==> src/shared/uart_irlin_pkg.sv <==
// Constants shared by the infrared and LIN receive extension of the UART.
// Assumes a 32-bit AXI4-Lite register bus with word-aligned registers.
package uart_irlin_pkg;

  // Register byte offsets
  localparam logic [3:0] MODE_OFS   = 4'h0;
  localparam logic [3:0] STATUS_OFS = 4'h4;
  localparam logic [3:0] RATE_OFS   = 4'h8;
  localparam logic [3:0] RXDATA_OFS = 4'hC;

  // Mode control register fields
  localparam int MODE_ENABLE_BIT = 15;
  localparam int MODE_IRDA_BIT   = 12;
  localparam int MODE_PINS_HI    = 9;
  localparam int MODE_PINS_LO    = 8;
  localparam int MODE_WAKE_BIT   = 7;
  localparam int MODE_ABD_BIT    = 5;
  localparam int MODE_HSPD_BIT   = 3;

  // Status control register fields
  localparam int STAT_POL_BIT   = 14;
  localparam int STAT_FRAMING_ERROR_FLAG_BIT  = 2;
  localparam int STAT_AVAIL_BIT = 0;

  // Reset values
  localparam logic [15:0] MODE_RESET = 16'h0000;
  localparam logic [15:0] RATE_RESET = 16'h0000;

  // Pin usage code that routes the 16x clock out
  localparam logic [1:0] PINS_BAUD_CLOCK = 2'h3;

  // Infrared timing in 16x ticks
  localparam logic [3:0] IR_PULSE_FIRST = 4'h7;
  localparam logic [3:0] IR_PULSE_LAST  = 4'h9;
  localparam logic [4:0] IR_LOW_TICKS   = 5'h10;

  // Receiver majority vote samples around the bit centre
  localparam logic [3:0] VOTE_FIRST = 4'h7;
  localparam logic [3:0] VOTE_LAST  = 4'h9;
  localparam logic [3:0] BIT_END    = 4'hF;

  // Auto rate: fifth rising edge ends eight bits of 32 half ticks
  localparam logic [2:0] ABD_LAST_EDGE = 3'h4;
  localparam int         ABD_SHIFT     = 8;

  // AXI responses
  localparam logic [1:0] RESP_OKAY   = 2'h0;
  localparam logic [1:0] RESP_SLVERR = 2'h2;

  typedef enum logic [2:0] {
    RX_IDLE,
    RX_START,
    RX_DATA,
    RX_STOP,
    RX_HOLD,
    RX_ABD
  } rx_state_t;

endpackage

==> src/hw/ir_pulse_encoder.sv <==
// Infrared pulse encoder: one data bit per sixteen 16x ticks.
// Assumes the bit phase comes from the top's shared tick counter.
`timescale 1ns/1ns
`default_nettype none
module ir_pulse_encoder
  import uart_irlin_pkg::*;
(
  input  wire logic       clk_in,
  input  wire logic       rstn_in,
  input  wire logic       tick_in,
  input  wire logic [3:0] phase_in,
  input  wire logic       bit_in,
  output logic            pulse_out
);

  logic       bit_r;
  logic       bit_nxt;
  logic       pulse_r;
  logic       pulse_nxt;
  logic [3:0] next_ph;
  logic       cur_bit;

  // Bit latched at the end of phase 0 so a late core change is caught
  always_comb
  begin
    next_ph   = phase_in + 4'h1;
    cur_bit   = (phase_in == 4'h0) ? bit_in : bit_r;
    bit_nxt   = bit_r;
    pulse_nxt = pulse_r;
    if (tick_in)
    begin
      bit_nxt   = cur_bit;
      // Ones stay low; zeros pulse high in ticks 7 to 9
      pulse_nxt = !cur_bit && (next_ph >= IR_PULSE_FIRST)
                  && (next_ph <= IR_PULSE_LAST);
    end
  end

  // State registers
  always_ff @(posedge clk_in)
  begin
    if (!rstn_in)
    begin
      bit_r   <= 1'b1;
      pulse_r <= 1'b0;
    end
    else
    begin
      bit_r   <= bit_nxt;
      pulse_r <= pulse_nxt;
    end
  end

  assign pulse_out = pulse_r;

endmodule
`default_nettype wire

==> src/hw/ir_pulse_decoder.sv <==
// Infrared pulse decoder: falling edges stretch into 16-tick lows.
// Assumes the pin is synchronous to clk_in and ticks come from the top.
`timescale 1ns/1ns
`default_nettype none
module ir_pulse_decoder
  import uart_irlin_pkg::*;
(
  input  wire logic clk_in,
  input  wire logic rstn_in,
  input  wire logic tick_in,
  input  wire logic pin_in,
  output logic      data_out
);

  logic       pin_q_r;
  logic       edge_r;
  logic       edge_nxt;
  logic [4:0] cnt_r;
  logic [4:0] cnt_nxt;
  logic       data_r;
  logic       data_nxt;

  // Edge held until the next tick, so it is resolved to one tick
  always_comb
  begin
    edge_nxt = edge_r | (pin_q_r & ~pin_in);
    cnt_nxt  = cnt_r;
    data_nxt = data_r;
    if (tick_in)
    begin
      if (edge_nxt)
      begin
        // A fresh edge restarts the full low interval
        cnt_nxt  = IR_LOW_TICKS - 5'h1;
        data_nxt = 1'b0;
        edge_nxt = 1'b0;
      end
      else if (cnt_r != 5'h0)
        cnt_nxt = cnt_r - 5'h1;
      else
        data_nxt = 1'b1;
    end
  end

  // State registers
  always_ff @(posedge clk_in)
  begin
    if (!rstn_in)
    begin
      pin_q_r <= 1'b1;
      edge_r  <= 1'b0;
      cnt_r   <= 5'h0;
      data_r  <= 1'b1;
    end
    else
    begin
      pin_q_r <= pin_in;
      edge_r  <= edge_nxt;
      cnt_r   <= cnt_nxt;
      data_r  <= data_nxt;
    end
  end

  assign data_out = data_r;

endmodule
`default_nettype wire

==> src/hw/uart_irlin_rx.sv <==
// Infrared codec, 16x clock output and LIN receive front end of a UART.
// Assumes an AXI4-Lite master and a core transmitter paced by the strobe.
//
// Decided for this implementation: the AXI4-Lite register port and the placing of the registers.
`timescale 1ns/1ns
`default_nettype none
module uart_irlin_rx
  import uart_irlin_pkg::*;
(
  input  wire logic        clk_in,
  input  wire logic        rstn_in,
  input  wire logic [3:0]  s_axi_awaddr_in,
  input  wire logic        s_axi_awvalid_in,
  output logic             s_axi_awready_out,
  input  wire logic [31:0] s_axi_wdata_in,
  input  wire logic [3:0]  s_axi_wstrb_in,
  input  wire logic        s_axi_wvalid_in,
  output logic             s_axi_wready_out,
  output logic [1:0]       s_axi_bresp_out,
  output logic             s_axi_bvalid_out,
  input  wire logic        s_axi_bready_in,
  input  wire logic [3:0]  s_axi_araddr_in,
  input  wire logic        s_axi_arvalid_in,
  output logic             s_axi_arready_out,
  output logic [31:0]      s_axi_rdata_out,
  output logic [1:0]       s_axi_rresp_out,
  output logic             s_axi_rvalid_out,
  input  wire logic        s_axi_rready_in,
  input  wire logic        serial_in_pin_in,
  output logic             serial_out_pin_out,
  output logic             baud_clock_out,
  input  wire logic        tx_bit_in,
  output logic             tx_bit_strobe_out,
  output logic             rx_stream_out,
  output logic             rx_wake_event_out
);
  import uart_irlin_pkg::*;

  logic [15:0] mode_r, mode_nxt, rate_r, rate_nxt;
  logic        pol_r, pol_nxt, framing_error_flag_r, framing_error_flag_nxt, avail_r, avail_nxt;
  logic [7:0]  rxdata_r, rxdata_nxt;
  logic        aw_r, aw_nxt, w_r, w_nxt, b_r, b_nxt, r_r, r_nxt;
  logic [3:0]  awaddr_r, awaddr_nxt;
  logic [31:0] wdata_r, wdata_nxt, rdata_r, rdata_nxt;
  logic [1:0]  bresp_r, bresp_nxt, rresp_r, rresp_nxt;
  logic [15:0] div_r, div_nxt;
  logic        half_ph_r, half_ph_nxt, bclk_r, bclk_nxt;
  logic [3:0]  tx_ph_r, tx_ph_nxt;
  logic        strobe_r, strobe_nxt, sout_r, sout_nxt, stream_q_r;
  logic        rxs_r, wake_evt_r, wake_evt_nxt;
  rx_state_t   st_r, st_nxt;
  logic [3:0]  tcnt_r, tcnt_nxt;
  logic [2:0]  bidx_r, bidx_nxt, ecnt_r, ecnt_nxt;
  logic [1:0]  ones_r, ones_nxt;
  logic [7:0]  shift_r, shift_nxt;
  logic [23:0] abd_r, abd_nxt;
  logic        half, tick, enabled, ir_en, stream, fall, rise, bitval;
  logic        hw_wake_clr, hw_abd_clr, hw_rate_ld, hw_framing_error_flag_set, hw_avail;
  logic        wr_go, rd_rx;
  logic [15:0] hw_rate;
  logic        enc_pulse, dec_data;

  assign enabled = mode_r[MODE_ENABLE_BIT];
  assign ir_en   = mode_r[MODE_IRDA_BIT];

  // Shared 16x tick: half ticks also pace the clock output pin
  always_comb
  begin
    half        = enabled && (div_r >= rate_r); // Safe if rate shrinks
    tick        = half && half_ph_r;
    div_nxt     = (!enabled || half) ? 16'h0000 : div_r + 16'h0001;
    half_ph_nxt = enabled ? (half_ph_r ^ half) : 1'b0;
    bclk_nxt    = 1'b0;
    if (enabled && mode_r[MODE_PINS_HI:MODE_PINS_LO] == PINS_BAUD_CLOCK)
      bclk_nxt = bclk_r ^ half;
    tx_ph_nxt   = tx_ph_r + {3'h0, tick};
    strobe_nxt  = tick && (tx_ph_r == BIT_END);
  end

  ir_pulse_encoder u_enc (
    .clk_in    (clk_in),
    .rstn_in   (rstn_in),
    .tick_in   (tick),
    .phase_in  (tx_ph_r),
    .bit_in    (tx_bit_in),
    .pulse_out (enc_pulse)
  );

  ir_pulse_decoder u_dec (
    .clk_in   (clk_in),
    .rstn_in  (rstn_in),
    .tick_in  (tick),
    .pin_in   (serial_in_pin_in),
    .data_out (dec_data)
  );

  // Pin routing; polarity only flips the encoded train
  always_comb
  begin
    sout_nxt = ir_en ? (enc_pulse ^ pol_r) : tx_bit_in;
    stream   = ir_en ? dec_data : serial_in_pin_in;
    fall     = stream_q_r & ~stream;
    rise     = ~stream_q_r & stream;
  end

  // Receiver and auto rate measurement
  always_comb
  begin
    st_nxt       = st_r;
    tcnt_nxt     = tcnt_r;
    bidx_nxt     = bidx_r;
    ones_nxt     = ones_r;
    shift_nxt    = shift_r;
    ecnt_nxt     = ecnt_r;
    abd_nxt      = abd_r;
    wake_evt_nxt = 1'b0;
    hw_wake_clr  = 1'b0;
    hw_abd_clr   = 1'b0;
    hw_rate_ld   = 1'b0;
    hw_framing_error_flag_set  = 1'b0;
    hw_avail     = 1'b0;
    hw_rate      = abd_r[ABD_SHIFT +: 16] - 16'h0001;
    bitval       = ones_r[1] | (ones_r[0] & stream & tcnt_r == BIT_END);
    if ((st_r == RX_START || st_r == RX_DATA || st_r == RX_STOP) && tick)
    begin
      tcnt_nxt = tcnt_r + 4'h1;
      if (tcnt_r >= VOTE_FIRST && tcnt_r <= VOTE_LAST && stream)
        ones_nxt = ones_r + 2'h1;
    end
    case (st_r)
      RX_IDLE:
      begin
        // Auto rate waits while wake is armed, so it follows the break
        if (mode_r[MODE_ABD_BIT] && !mode_r[MODE_WAKE_BIT])
        begin
          st_nxt   = RX_ABD;
          ecnt_nxt = 3'h0;
        end
        else if (fall)
        begin
          wake_evt_nxt = mode_r[MODE_WAKE_BIT];
          st_nxt       = RX_START;
          tcnt_nxt     = 4'h0;
          ones_nxt     = 2'h0;
          bidx_nxt     = 3'h0;
        end
      end
      RX_START, RX_DATA, RX_STOP:
      begin
        if (tick && tcnt_r == BIT_END)
        begin
          // Two of three centre samples decide the bit
          ones_nxt = 2'h0;
          bitval   = (ones_r == 2'h2) || (ones_r == 2'h3);
          if (st_r == RX_START)
            st_nxt = bitval ? RX_IDLE : RX_DATA;
          else if (st_r == RX_DATA)
          begin
            shift_nxt = {bitval, shift_r[7:1]};
            bidx_nxt  = bidx_r + 3'h1;
            if (bidx_r == 3'h7)
              st_nxt = RX_STOP;
          end
          else if (bitval)
          begin
            hw_avail = 1'b1;
            st_nxt   = RX_IDLE;
          end
          else
          begin
            hw_framing_error_flag_set = 1'b1;
            st_nxt      = RX_HOLD;
          end
        end
      end
      RX_HOLD:
      begin
        // Line must return high before any new start bit
        if (stream)
        begin
          hw_wake_clr = 1'b1;
          st_nxt      = RX_IDLE;
        end
      end
      RX_ABD:
      begin
        abd_nxt = (ecnt_r != 3'h0) ? abd_r + 24'h000001 : 24'h000000;
        if (!mode_r[MODE_ABD_BIT])
          st_nxt = RX_IDLE;
        else if (rise)
        begin
          ecnt_nxt = ecnt_r + 3'h1;
          if (ecnt_r == ABD_LAST_EDGE)
          begin
            hw_rate_ld = 1'b1;
            hw_abd_clr = 1'b1;
            st_nxt     = RX_IDLE;
          end
        end
      end
      default:
        st_nxt = RX_IDLE;
    endcase
  end

  // AXI4-Lite slave; write address and data may come in either order
  always_comb
  begin
    aw_nxt     = aw_r | s_axi_awvalid_in;
    w_nxt      = w_r | s_axi_wvalid_in;
    awaddr_nxt = (!aw_r && s_axi_awvalid_in) ? s_axi_awaddr_in : awaddr_r;
    wdata_nxt  = (!w_r && s_axi_wvalid_in) ? s_axi_wdata_in : wdata_r;
    wr_go      = aw_r && w_r && !b_r;
    b_nxt      = b_r ? !s_axi_bready_in : wr_go;
    bresp_nxt  = bresp_r;
    if (wr_go)
      bresp_nxt = (awaddr_r == RXDATA_OFS) ? RESP_SLVERR : RESP_OKAY;
    // Slots stay full until the answer is taken, so readies stay low
    if (b_r && s_axi_bready_in)
    begin
      aw_nxt = 1'b0;
      w_nxt  = 1'b0;
    end
    rd_rx     = s_axi_arvalid_in && !r_r && s_axi_araddr_in == RXDATA_OFS;
    r_nxt     = r_r ? !s_axi_rready_in : s_axi_arvalid_in;
    rdata_nxt = rdata_r;
    rresp_nxt = rresp_r;
    if (s_axi_arvalid_in && !r_r)
    begin
      rresp_nxt = RESP_OKAY;
      case (s_axi_araddr_in)
        MODE_OFS:   rdata_nxt = {16'h0000, mode_r};
        STATUS_OFS: rdata_nxt = {17'h00000, pol_r, 11'h000, framing_error_flag_r,
                                 1'b0, avail_r};
        RATE_OFS:   rdata_nxt = {16'h0000, rate_r};
        RXDATA_OFS: rdata_nxt = {24'h000000, rxdata_r};
        default:
        begin
          rdata_nxt = 32'h0000_0000;
          rresp_nxt = RESP_SLVERR;
        end
      endcase
    end
  end

  // Register file; hardware clears take effect unless software writes the mode register
  always_comb
  begin
    mode_nxt   = mode_r;
    rate_nxt   = hw_rate_ld ? hw_rate : rate_r;
    pol_nxt    = pol_r;
    framing_error_flag_nxt   = framing_error_flag_r;
    avail_nxt  = avail_r & ~rd_rx;
    rxdata_nxt = hw_avail ? shift_r : rxdata_r;
    if (hw_wake_clr)
      mode_nxt[MODE_WAKE_BIT] = 1'b0;
    if (hw_abd_clr)
      mode_nxt[MODE_ABD_BIT] = 1'b0;
    if (wr_go && s_axi_wstrb_in == 4'h0)
      mode_nxt = mode_nxt;
    if (wr_go)
    begin
      case (awaddr_r)
        MODE_OFS:   mode_nxt = wdata_r[15:0];
        RATE_OFS:   rate_nxt = wdata_r[15:0];
        STATUS_OFS:
        begin
          pol_nxt = wdata_r[STAT_POL_BIT];
          if (wdata_r[STAT_FRAMING_ERROR_FLAG_BIT])
            framing_error_flag_nxt = 1'b0;
        end
        default:    mode_nxt = mode_nxt;
      endcase
    end
    // Set wins over a clear in the same cycle
    if (hw_framing_error_flag_set)
      framing_error_flag_nxt = 1'b1;
    if (hw_avail)
      avail_nxt = 1'b1;
  end

  // All registers
  always_ff @(posedge clk_in)
  begin
    if (!rstn_in)
    begin
      mode_r <= MODE_RESET;  rate_r <= RATE_RESET;
      pol_r <= 1'b0;  framing_error_flag_r <= 1'b0;  avail_r <= 1'b0;
      rxdata_r <= 8'h00;
      aw_r <= 1'b0;  w_r <= 1'b0;  b_r <= 1'b0;  r_r <= 1'b0;
      awaddr_r <= 4'h0;  wdata_r <= 32'h0000_0000;
      rdata_r <= 32'h0000_0000;
      bresp_r <= RESP_OKAY;  rresp_r <= RESP_OKAY;
      div_r <= 16'h0000;  half_ph_r <= 1'b0;  bclk_r <= 1'b0;
      tx_ph_r <= 4'h0;  strobe_r <= 1'b0;  sout_r <= 1'b1;
      stream_q_r <= 1'b1;  rxs_r <= 1'b1;  wake_evt_r <= 1'b0;
      st_r <= RX_IDLE;  tcnt_r <= 4'h0;  bidx_r <= 3'h0;
      ones_r <= 2'h0;  shift_r <= 8'h00;  ecnt_r <= 3'h0;
      abd_r <= 24'h000000;
    end
    else
    begin
      mode_r <= mode_nxt;  rate_r <= rate_nxt;
      pol_r <= pol_nxt;  framing_error_flag_r <= framing_error_flag_nxt;  avail_r <= avail_nxt;
      rxdata_r <= rxdata_nxt;
      aw_r <= aw_nxt;  w_r <= w_nxt;  b_r <= b_nxt;  r_r <= r_nxt;
      awaddr_r <= awaddr_nxt;  wdata_r <= wdata_nxt;
      rdata_r <= rdata_nxt;
      bresp_r <= bresp_nxt;  rresp_r <= rresp_nxt;
      div_r <= div_nxt;  half_ph_r <= half_ph_nxt;  bclk_r <= bclk_nxt;
      tx_ph_r <= tx_ph_nxt;  strobe_r <= strobe_nxt;  sout_r <= sout_nxt;
      stream_q_r <= stream;  rxs_r <= stream;  wake_evt_r <= wake_evt_nxt;
      st_r <= st_nxt;  tcnt_r <= tcnt_nxt;  bidx_r <= bidx_nxt;
      ones_r <= ones_nxt;  shift_r <= shift_nxt;  ecnt_r <= ecnt_nxt;
      abd_r <= abd_nxt;
    end
  end

  // Ready is high only while the channel's holding slot is free
  assign s_axi_awready_out  = !aw_r;
  assign s_axi_wready_out   = !w_r;
  assign s_axi_arready_out  = !r_r;
  assign s_axi_bvalid_out   = b_r;
  assign s_axi_bresp_out    = bresp_r;
  assign s_axi_rvalid_out   = r_r;
  assign s_axi_rdata_out    = rdata_r;
  assign s_axi_rresp_out    = rresp_r;
  assign serial_out_pin_out = sout_r;
  assign baud_clock_out     = bclk_r;
  assign tx_bit_strobe_out  = strobe_r;
  assign rx_stream_out      = rxs_r;
  assign rx_wake_event_out  = wake_evt_r;

endmodule
`default_nettype wire

==> config.mk <==
export PLATFORM = sky130hd
export DESIGN_NAME = uart_irlin_rx
export DESIGN_NICKNAME = d
export VERILOG_FILES = /design/src/shared/uart_irlin_pkg.sv /design/src/hw/ir_pulse_encoder.sv /design/src/hw/ir_pulse_decoder.sv /design/src/hw/uart_irlin_rx.sv
export SDC_FILE = /design/constraint.sdc
export NUM_CORES = 1
export LEC_CHECK = 0
export BUFFER_PORTS_ARGS = -buffer_cell sky130_fd_sc_hd__buf_2
export CAP_MARGIN = 20
export CORE_AREA = 3 3 123 125
export DETAILED_ROUTE_END_ITERATION = 8
export DIE_AREA = 0 0 126 128
export PLACE_DENSITY = 0.8
export SLEW_MARGIN = 10
export SYNTH_ARGS = -nofsm -noshare
export SYNTH_HDL_FRONTEND = slang
export SYNTH_HIERARCHICAL = 1
export SYNTH_SLANG_ARGS = --single-unit
==> constraint.sdc <==
create_clock -name clk_in -period 4 [get_ports clk_in]
set_clock_uncertainty 0.15 [all_clocks]
set_input_delay 0.4 -clock clk_in [delete_from_list [all_inputs] [get_ports clk_in]]
set_output_delay 0.4 -clock clk_in [all_outputs]
set_load 0.02 [all_outputs]
==> metrics.txt, run 1 <==
# TYPE chip_impl_metric gauge
chip_impl_metric{name="syn-mean-instance-area",unit="um^2"} 8.73
chip_impl_metric{name="timing.final.setup_violations",unit=""} 0
chip_impl_metric{name="synthArstFlopShare",unit="%"} 0
chip_impl_metric{name="synthCells",unit=""} 950
chip_impl_metric{name="portBuffers",unit=""} 60
chip_impl_metric{name="n_antenna_cell",unit=""} 0
chip_impl_metric{name="finalWirelength",unit="um"} 18300
chip_impl_metric{name="pwr-share-clk",unit="%"} 45.9
chip_impl_metric{name="report.power.total",unit="W"} 0.00372
chip_impl_info{name="dominant_combinational_cell_family_by_area_after_synthesis",value="simple AND/OR/NAND/NOR gates"} 1
chip_impl_info{name="worst_hold_path_type",value="in2reg"} 1
chip_impl_info{name="crit_path_end_kind",value="register"} 1
chip_impl_metric{name="antenna_violations_before_repair",unit=""} 0
chip_impl_metric{name="relSlewSlack",unit="%"} 33.6
chip_impl_metric{name="cts.clk_slew.worst_paths",unit="ps"} 60
chip_impl_metric{name="power_report.internal_total",unit="W"} 0.00286
chip_impl_info{name="worst_r2r_startpoint",value="rate_r[9]$_SDFF_PN0_"} 1
chip_impl_metric{name="timing_hold_violations_final",unit=""} 0
chip_impl_metric{name="synth_mux_area_share",unit="%"} 4.87
chip_impl_metric{name="crit_arrival",unit="ps"} 3810
chip_impl_metric{name="finalCriticalPeriod",unit="ps"} 3640
chip_impl_info{name="critical_path.startpoint_type",value="register"} 1
chip_impl_metric{name="routedWlPerCell",unit="um"} 15.5
chip_impl_metric{name="ys.warnings.count",unit=""} 6
chip_impl_metric{name="avgViaCountPerCell",unit=""} 5.70
chip_impl_metric{name="switching_share",unit="%"} 23.2
chip_impl_metric{name="die-height",unit="um"} 128
chip_impl_metric{name="cts-root-to-sink-buffers",unit=""} 2
chip_impl_metric{name="chipWidth",unit="um"} 126
chip_impl_metric{name="share_seq_of_total_power",unit="%"} 47.0
chip_impl_metric{name="clock_tree.htree_level_count",unit=""} 4
chip_impl_info{name="timing.hold.worst.start",value="s_axi_awvalid_in"} 1
chip_impl_metric{name="postSynthRegisterBits",unit=""} 168
chip_impl_info{name="status",value="complete, no violations"} 1
chip_impl_metric{name="total_switching_power",unit="W"} 0.000861
chip_impl_metric{name="final_max_slew_viol_count",unit=""} 0
chip_impl_metric{name="place.detailed.hpwl",unit="um"} 12700
chip_impl_metric{name="coreArea",unit="um^2"} 14000
chip_impl_metric{name="clk-insertion-delay-late",unit="ps"} 430
chip_impl_info{name="worstPathCellList",value="inv_1, ha_1, nand3_1, nor4_1, a221oi_1, o211ai_1, and2_1, ha_1, and4_1, nand2_1, or4b_4, mux2i_1, nor2b_1"} 1
chip_impl_metric{name="tritoncts.num_buffers",unit=""} 17
chip_impl_info{name="crit_type",value="reg2reg"} 1
chip_impl_metric{name="detail_route.iter0.violations",unit=""} 470
chip_impl_metric{name="nets",unit=""} 1073
chip_impl_metric{name="initial_utilization",unit="%"} 59.3
chip_impl_info{name="slowest_stage",value="sky130_fd_sc_hd__or4b_4"} 1
chip_impl_metric{name="synth-compound-area-share",unit="%"} 13.1
chip_impl_metric{name="clock-sinks",unit=""} 168
chip_impl_metric{name="finalSetupTns",unit="ps"} 0
chip_impl_metric{name="p_leak",unit="nW"} 3.75
chip_impl_metric{name="ir_worst_vdd",unit="uV"} 326
chip_impl_metric{name="boundaryPins",unit=""} 99
chip_impl_metric{name="final.period_utilization",unit="%"} 91.0
chip_impl_metric{name="final_layout_size_suffix_gt1_share",unit="%"} 12.5
chip_impl_metric{name="timing.critical_path.slowest_cell_delay",unit="ps"} 620
chip_impl_metric{name="synth-xor-area-share",unit="%"} 5.60
chip_impl_metric{name="remaining_global_route_overflow",unit=""} 0
chip_impl_metric{name="grtUsageTotal",unit="%"} 23.2
chip_impl_metric{name="first_global_vias",unit=""} 6308
chip_impl_metric{name="power_density",unit="nW/um^2"} 403
chip_impl_metric{name="timing.critical_path.required",unit="ps"} 4170
chip_impl_info{name="critPathLaunch",value="rate_r[9]$_SDFF_PN0_"} 1
chip_impl_metric{name="power.share.combinational",unit="%"} 7.1
chip_impl_metric{name="max_cap_viol_count",unit=""} 0
chip_impl_metric{name="max_slew.worst_pin.slew",unit="ps"} 986
chip_impl_metric{name="timing.critical_path.fanout_max",unit=""} 9
chip_impl_metric{name="tritonroute_pass_1_iters",unit=""} 5
chip_impl_metric{name="synthSimpleGateAreaFrac",unit="%"} 24.7
chip_impl_metric{name="post-cts-setup-buffers",unit=""} 0
chip_impl_metric{name="synth_sequential_area_ratio",unit="%"} 40.6
chip_impl_info{name="cts_tree",value="done"} 1
chip_impl_metric{name="achievable-frequency",unit="MHz"} 275
chip_impl_metric{name="die-area",unit="um^2"} 16100
chip_impl_info{name="ys.flop_type",value="sky130_fd_sc_hd__dfxtp_1"} 1
chip_impl_info{name="most_used_cell_cp",value="sky130_fd_sc_hd__ha_1"} 1
chip_impl_metric{name="route.detailed.drc",unit=""} 0
chip_impl_metric{name="largest_net_degree_at_the_start_of_global_routing",unit=""} 73
chip_impl_metric{name="synth-edff-count",unit=""} 0
chip_impl_info{name="rsz0062_at_grt",value="false"} 1
chip_impl_metric{name="ys_types",unit=""} 70
chip_impl_metric{name="place_congestion",unit=""} 0.875
chip_impl_metric{name="detailed_place.area",unit="um^2"} 8610
chip_impl_metric{name="floorplan.rows",unit=""} 43
chip_impl_metric{name="grt_first_pass_wirelength",unit="um"} 30600
chip_impl_metric{name="area_delta_synth_final",unit="%"} 11.3
chip_impl_metric{name="post-route-cell-area",unit="um^2"} 9230
chip_impl_metric{name="number_of_vias_after_detailed_routing",unit=""} 6721
chip_impl_metric{name="post_synth_fa_ha_maj_area_fraction",unit="%"} 4.98
chip_impl_metric{name="post_synth_instance_area",unit="um^2"} 8290
chip_impl_metric{name="final_antenna_net_count",unit=""} 0
chip_impl_info{name="cts_root_buf",value="sky130_fd_sc_hd__clkbuf_16"} 1
-- flip-flops by register name, summed over array words and instances (netlist names), 5 cells and up --
name / cells
div_r: 16
rate_r: 16
rxdata_r: 8
u_dec/cnt_r: 5
s_axi_rdata_out: 16
mode_r: 16
wdata_r: 16
shift_r: 8
abd_r: 24
-- path summary, 6_finish.rpt --
path | to | slack (ps) | depth (start not counted)
max reg2reg | rxdata_r[6]$_SDFFE_PN0P_ | 360 | 13
max | rxdata_r[6]$_SDFFE_PN0P_ | 360 | 13
min | aw_r$_SDFF_PP0_ | 30 | 2
min reg2reg | ones_r[1]$_SDFF_PN0_ | 330 | 2
-- layout make-up --
type / count / area, um^2
fill: 1165 / 4760
multi-input combinational: 691 / 4510
sequential: 168 / 3360
clock buffer: 24 / 462
timing repair buffer: 70 / 378
tap: 180 / 225
inverter: 39 / 146
clock inverter: 8 / 145
-- critical path, delay by kind of cell (launching register included) --
| kind | cells | cell delay, ps |
|---|---|---|
| AOI/OAI and AO/OA | 2 | 450 |
| adders and majority gates | 2 | 540 |
| buffers and inverters | 1 | 70 |
| DFF | 1 | 390 |
| muxes | 1 | 190 |
| and+or+nand+nor | 7 | 1730 |
-- cell families after synthesis --
kind of cell / Yosys count
and+or+nand+nor: 392
DFF: 168
AOI/OAI and AO/OA: 155
buffers and inverters: 108
xor gates and xnor gates: 53
muxes: 40
adders and majority gates: 33
other: 1
-- routing by layer --
layer  global-route usage (%)  routed length, um  vias to the layer above
met5                        0                  0                        -
met4                     8.58                379                        0
met3                     4.71                945                       27
met2                     36.7               8290                      188
met1                     31.5               8630                     3183
li1                         -                  -                     3323
-- metrics by stage --
stage	cells	setup WS [ps]	hold WS (ps)	util, %
6_report	1180	360	28.2	65.9
4_1_cts	1179	179	21.0	65.9
3_5_place_dp	1147	235	315	61.5
5_1_grt	1180	148	40.9	65.9
2_1_floorplan	967	607	290	-
3_3_place_gp	1147	297	302	61.5
-- power by group through the flow --
stage	Combinational, W	Sequential (W)	Clock [W]
2_1_floorplan	0.000226	0.00176	0
3_3_place_gp	0.000253	0.00178	0
3_5_place_dp	0.000257	0.00178	0
4_1_cts	0.000261	0.00175	0.00172
5_1_grt	0.000290	0.00175	0.00179
6_report	0.000264	0.00175	0.00171
-- cell usage in the layout, fill, tap and decap left out, types with 18 or more instances in the layout --
cell,n
sky130_fd_sc_hd__nor3_1,19
sky130_fd_sc_hd__nor2b_1,42
sky130_fd_sc_hd__xnor2_1,29
sky130_fd_sc_hd__ha_1,33
sky130_fd_sc_hd__a21oi_1,21
sky130_fd_sc_hd__nand2_1,119
sky130_fd_sc_hd__xor2_1,24
sky130_fd_sc_hd__dfxtp_1,168
sky130_fd_sc_hd__a21boi_0,34
sky130_fd_sc_hd__o21ai_0,30
sky130_fd_sc_hd__buf_2,59
sky130_fd_sc_hd__nor2_1,70
sky130_fd_sc_hd__mux2i_1,37
sky130_fd_sc_hd__conb_1,18
sky130_fd_sc_hd__nand3_1,38
sky130_fd_sc_hd__inv_1,39
sky130_fd_sc_hd__and2_1,23
-- cell usage after synthesis (4+ instances only) --
| master | n | area (um^2) |
|---|---|---|
| sky130_fd_sc_hd__a21boi_0 | 34 | 255 |
| sky130_fd_sc_hd__a21oi_1 | 21 | 105 |
| sky130_fd_sc_hd__a222oi_1 | 6 | 60.1 |
| sky130_fd_sc_hd__a22oi_1 | 7 | 52.6 |
| sky130_fd_sc_hd__a31o_2 | 6 | 52.6 |
| sky130_fd_sc_hd__a32oi_1 | 4 | 35.0 |
| sky130_fd_sc_hd__and2_1 | 23 | 144 |
| sky130_fd_sc_hd__and3_1 | 9 | 56.3 |
| sky130_fd_sc_hd__buf_2 | 11 | 55.1 |
| sky130_fd_sc_hd__buf_4 | 18 | 135 |
| sky130_fd_sc_hd__clkbuf_1 | 36 | 135 |
| sky130_fd_sc_hd__dfxtp_1 | 168 | 3360 |
| sky130_fd_sc_hd__ha_1 | 33 | 413 |
| sky130_fd_sc_hd__inv_1 | 39 | 146 |
| sky130_fd_sc_hd__mux2i_1 | 37 | 370 |
| sky130_fd_sc_hd__nand2_1 | 119 | 447 |
| sky130_fd_sc_hd__nand2b_1 | 6 | 37.5 |
| sky130_fd_sc_hd__nand3_1 | 38 | 190 |
| sky130_fd_sc_hd__nand3b_1 | 4 | 30.0 |
| sky130_fd_sc_hd__nand4_1 | 12 | 75.1 |
| sky130_fd_sc_hd__nor2_1 | 70 | 263 |
| sky130_fd_sc_hd__nor2b_1 | 42 | 263 |
| sky130_fd_sc_hd__nor3_1 | 19 | 95.1 |
| sky130_fd_sc_hd__nor4_1 | 10 | 62.6 |
| sky130_fd_sc_hd__o211a_1 | 5 | 50.1 |
| sky130_fd_sc_hd__o211ai_1 | 15 | 113 |
| sky130_fd_sc_hd__o21a_1 | 4 | 30.0 |
| sky130_fd_sc_hd__o21ai_0 | 30 | 150 |
| sky130_fd_sc_hd__o31ai_1 | 4 | 30.0 |
| sky130_fd_sc_hd__or3_1 | 6 | 37.5 |
| sky130_fd_sc_hd__xnor2_1 | 29 | 254 |
| sky130_fd_sc_hd__xor2_1 | 24 | 210 |
-- repair_timing --
item                       CTS  global route
setup endpoints to repair    0             5
hold endpoints to repair     0             0
hold buffers                 0             0
gates resized for setup      0             1
(Power assumes the default switching activity.)
==> inputs of run 2 (changes only) <==
--- a/config.mk
+++ b/config.mk
@@ -7,10 +7,9 @@
 export LEC_CHECK = 0
 export BUFFER_PORTS_ARGS = -buffer_cell sky130_fd_sc_hd__buf_2
 export CAP_MARGIN = 20
-export CORE_AREA = 3 3 123 125
+export CORE_AREA = 3 3 140 142
 export DETAILED_ROUTE_END_ITERATION = 8
-export DIE_AREA = 0 0 126 128
-export PLACE_DENSITY = 0.8
+export DIE_AREA = 0 0 143 145
 export SLEW_MARGIN = 10
 export SYNTH_ARGS = -nofsm -noshare
 export SYNTH_HDL_FRONTEND = slang
==> run 2 against run 1 <==
  * Count of clock-buffer cells in the layout fell by 5
  * Via count decreased by 5.1%
  * Largest cell class unchanged
  * Utilization shrank 16 points
  * Sequential power about the same
  * Routed wire length up 1.4%
  * Fmax shrank 4.1%
  * Clock power fell by 8%
  * Sequential share of layout area decreased by 0.17 points
  * Cell area is 0.46% higher
  * Highest routed layer unchanged
==> metrics.txt, run 2 (same netlist as run 1, synthesis figures left out) <==
# TYPE chip_impl_metric gauge
chip_impl_metric{name="die-height",unit="um"} 145
chip_impl_metric{name="avgViaCountPerCell",unit=""} 5.17
chip_impl_metric{name="finalSetupTns",unit="ps"} 0
chip_impl_info{name="path_delay_family",value="simple AND/OR/NAND/NOR gates"} 1
chip_impl_metric{name="timing.hold.worst_path_depth",unit=""} 2
chip_impl_info{name="critical_path.startpoint_type",value="register"} 1
chip_impl_metric{name="final_antenna_net_count",unit=""} 0
chip_impl_metric{name="place_worst_setup_slack",unit="ps"} 189
chip_impl_info{name="rsz0062_at_grt",value="false"} 1
chip_impl_metric{name="met3WireLength",unit="um"} 705
chip_impl_metric{name="number_of_vias_after_detailed_routing",unit=""} 6377
chip_impl_metric{name="post_layout_instance_count_excluding_filler_cells",unit=""} 1234
chip_impl_metric{name="remaining_global_route_overflow",unit=""} 0
chip_impl_metric{name="timing.critical_path.fanout_max",unit=""} 9
chip_impl_metric{name="num-fill-cells",unit=""} 1867
chip_impl_metric{name="power_density",unit="nW/um^2"} 387
chip_impl_metric{name="grt_first_pass_wirelength",unit="um"} 30600
chip_impl_info{name="worstPathCellList",value="inv_1, ha_1, and4_1, nand2_1, or3b_2, o211ai_1, and2_1, ha_1, and4_1, nand2_1, or4b_1, mux2i_1, nor2b_1"} 1
chip_impl_metric{name="timing_hold_violations_final",unit=""} 0
chip_impl_metric{name="timing.critical_path.required",unit="ps"} 4170
chip_impl_metric{name="finalWirelength",unit="um"} 18500
chip_impl_metric{name="place_congestion",unit=""} 0.843
chip_impl_metric{name="grtUsageTotal",unit="%"} 18.2
chip_impl_metric{name="cts.clk_slew.worst_paths",unit="ps"} 60
chip_impl_info{name="crit_path_end_kind",value="register"} 1
chip_impl_metric{name="max_slew.worst_pin.slew",unit="ps"} 1030
chip_impl_metric{name="boundaryPins",unit=""} 99
chip_impl_info{name="worstReg2RegEnd",value="rxdata_r[5]$_SDFFE_PN0P_"} 1
chip_impl_info{name="layout.cells.most_common",value="sky130_fd_sc_hd__dfxtp_1"} 1
chip_impl_metric{name="nets",unit=""} 1073
chip_impl_metric{name="r2r_slack",unit="ps"} 200
chip_impl_metric{name="detail_route.iter0.violations",unit=""} 333
chip_impl_info{name="worst_hold_path_type",value="in2reg"} 1
chip_impl_info{name="maxUsedRoutingLayer",value="met4"} 1
chip_impl_metric{name="rr_worst_depth",unit=""} 13
chip_impl_info{name="crit_type",value="reg2reg"} 1
chip_impl_metric{name="portBuffers",unit=""} 60
chip_impl_info{name="cts_tree",value="done"} 1
chip_impl_metric{name="finalCriticalPeriod",unit="ps"} 3800
chip_impl_metric{name="max_cap_viol_count",unit=""} 0
chip_impl_metric{name="place_inst",unit=""} 1202
chip_impl_info{name="status",value="complete, no violations"} 1
chip_impl_metric{name="postCtsHoldBufs",unit=""} 0
chip_impl_metric{name="tritonroute_pass_1_iters",unit=""} 5
chip_impl_metric{name="relSlewSlack",unit="%"} 30.7
chip_impl_metric{name="largest_register_ff_count",unit=""} 24
chip_impl_metric{name="n_antenna_cell",unit=""} 0
chip_impl_metric{name="met2_wirelength",unit="um"} 8110
chip_impl_info{name="largest_register",value="abd_r"} 1
chip_impl_info{name="slowest_stage",value="sky130_fd_sc_hd__or4b_1"} 1
chip_impl_metric{name="post-route-worst-setup-slack",unit="ps"} 204
chip_impl_metric{name="first_global_vias",unit=""} 5929
chip_impl_metric{name="route.detailed.drc",unit=""} 0
chip_impl_metric{name="clock_tree.htree_level_count",unit=""} 4
chip_impl_metric{name="timing.critical_path.slowest_cell_delay",unit="ps"} 760
chip_impl_metric{name="area_delta_synth_final",unit="%"} 11.8
chip_impl_metric{name="coreArea",unit="um^2"} 18600
chip_impl_metric{name="achievable-frequency",unit="MHz"} 263
chip_impl_metric{name="tritoncts.num_buffers",unit=""} 17
chip_impl_metric{name="largest_net_degree_at_the_start_of_global_routing",unit=""} 138
chip_impl_metric{name="holdWs",unit="ps"} 27.4
chip_impl_metric{name="post-cts-setup-buffers",unit=""} 0
chip_impl_metric{name="floorplan.rows",unit=""} 50
chip_impl_metric{name="chipWidth",unit="um"} 143
chip_impl_info{name="timing.hold.worst.start",value="s_axi_awvalid_in"} 1
chip_impl_info{name="cts_root_buf",value="sky130_fd_sc_hd__clkbuf_16"} 1
chip_impl_metric{name="ir_worst_vdd",unit="uV"} 269
chip_impl_metric{name="routedWlPerCell",unit="um"} 15.0
chip_impl_metric{name="met1Wirelength",unit="um"} 9560
chip_impl_metric{name="final_layout_size_suffix_gt1_share",unit="%"} 12.9
chip_impl_metric{name="cts-root-to-sink-buffers",unit=""} 2
chip_impl_metric{name="die-area",unit="um^2"} 20700
chip_impl_metric{name="antenna_violations_before_repair",unit=""} 0
chip_impl_metric{name="post_cts.resized_instances",unit=""} 0
chip_impl_metric{name="final.period_utilization",unit="%"} 94.9
chip_impl_metric{name="crit_arrival",unit="ps"} 3960
chip_impl_metric{name="critical_path.n_buffers_inverters",unit=""} 1
chip_impl_info{name="worst_r2r_startpoint",value="rate_r[14]$_SDFF_PN0_"} 1
chip_impl_info{name="min_to",value="aw_r$_SDFF_PP0_"} 1
chip_impl_metric{name="clock-sinks",unit=""} 168
chip_impl_info{name="final_cell_mix",value="168 x sky130_fd_sc_hd__dfxtp_1, 119 x sky130_fd_sc_hd__nand2_1, 70 x sky130_fd_sc_hd__nor2_1"} 1
chip_impl_metric{name="p_leak",unit="nW"} 3.74
chip_impl_metric{name="place.detailed.hpwl",unit="um"} 13300
chip_impl_metric{name="initial_utilization",unit="%"} 44.6
chip_impl_metric{name="clk-insertion-delay-late",unit="ps"} 430
chip_impl_metric{name="timing.final.setup_violations",unit=""} 0
chip_impl_metric{name="final_max_slew_viol_count",unit=""} 0
## run 2: routing by layer
layer	up-vias	GRT usage (%)
met3	10	4.12
li1	3329	-
met5	-	0
met1	2933	26.7
met2	105	27.4
met4	0	3.66
## run 2: per-stage QoR
step	total power (W)	cell area [um^2]	utilization [%]
finish	0.00359	9270	49.9
global route	0.00374	9270	49.9
CTS	0.00363	9270	49.9
detailed placement	0.00205	8700	46.8
global placement	0.00205	8700	46.8
floorplan	0.00199	8360	-
## run 2: power by group
group          internal, W  total, W  switching, W
Combinational    0.0000970  0.000262      0.000165
Clock             0.000881   0.00158      0.000702
Sequential         0.00170   0.00175     0.0000447
## run 2: area by class of cell
class / count / area (um^2) / share of cell area, %
sequential: 168 / 3360 / 36.3
clock buffer: 19 / 443 / 4.78
clock inverter: 13 / 121 / 1.31
inverter: 39 / 146 / 1.58
timing repair buffer: 70 / 390 / 4.21
multi-input combinational: 691 / 4510 / 48.7
tap: 234 / 293 / 3.16
## run 2: how the worst max path moves through the flow
stage               depth (start not counted)                   from                  endpoint  slack (ps)
floorplan                                  14  rate_r[13]$_SDFF_PN0_  rxdata_r[0]$_SDFFE_PN0P_         610
detailed placement                         13  rate_r[14]$_SDFF_PN0_  rxdata_r[5]$_SDFFE_PN0P_         190
global route                               13   rate_r[9]$_SDFF_PN0_  rxdata_r[6]$_SDFFE_PN0P_          10
CTS                                        13  rate_r[14]$_SDFF_PN0_  rxdata_r[5]$_SDFFE_PN0P_         170
finish                                     13  rate_r[14]$_SDFF_PN0_  rxdata_r[5]$_SDFFE_PN0P_         200
global placement                           13  rate_r[14]$_SDFF_PN0_  rxdata_r[0]$_SDFFE_PN0P_         260
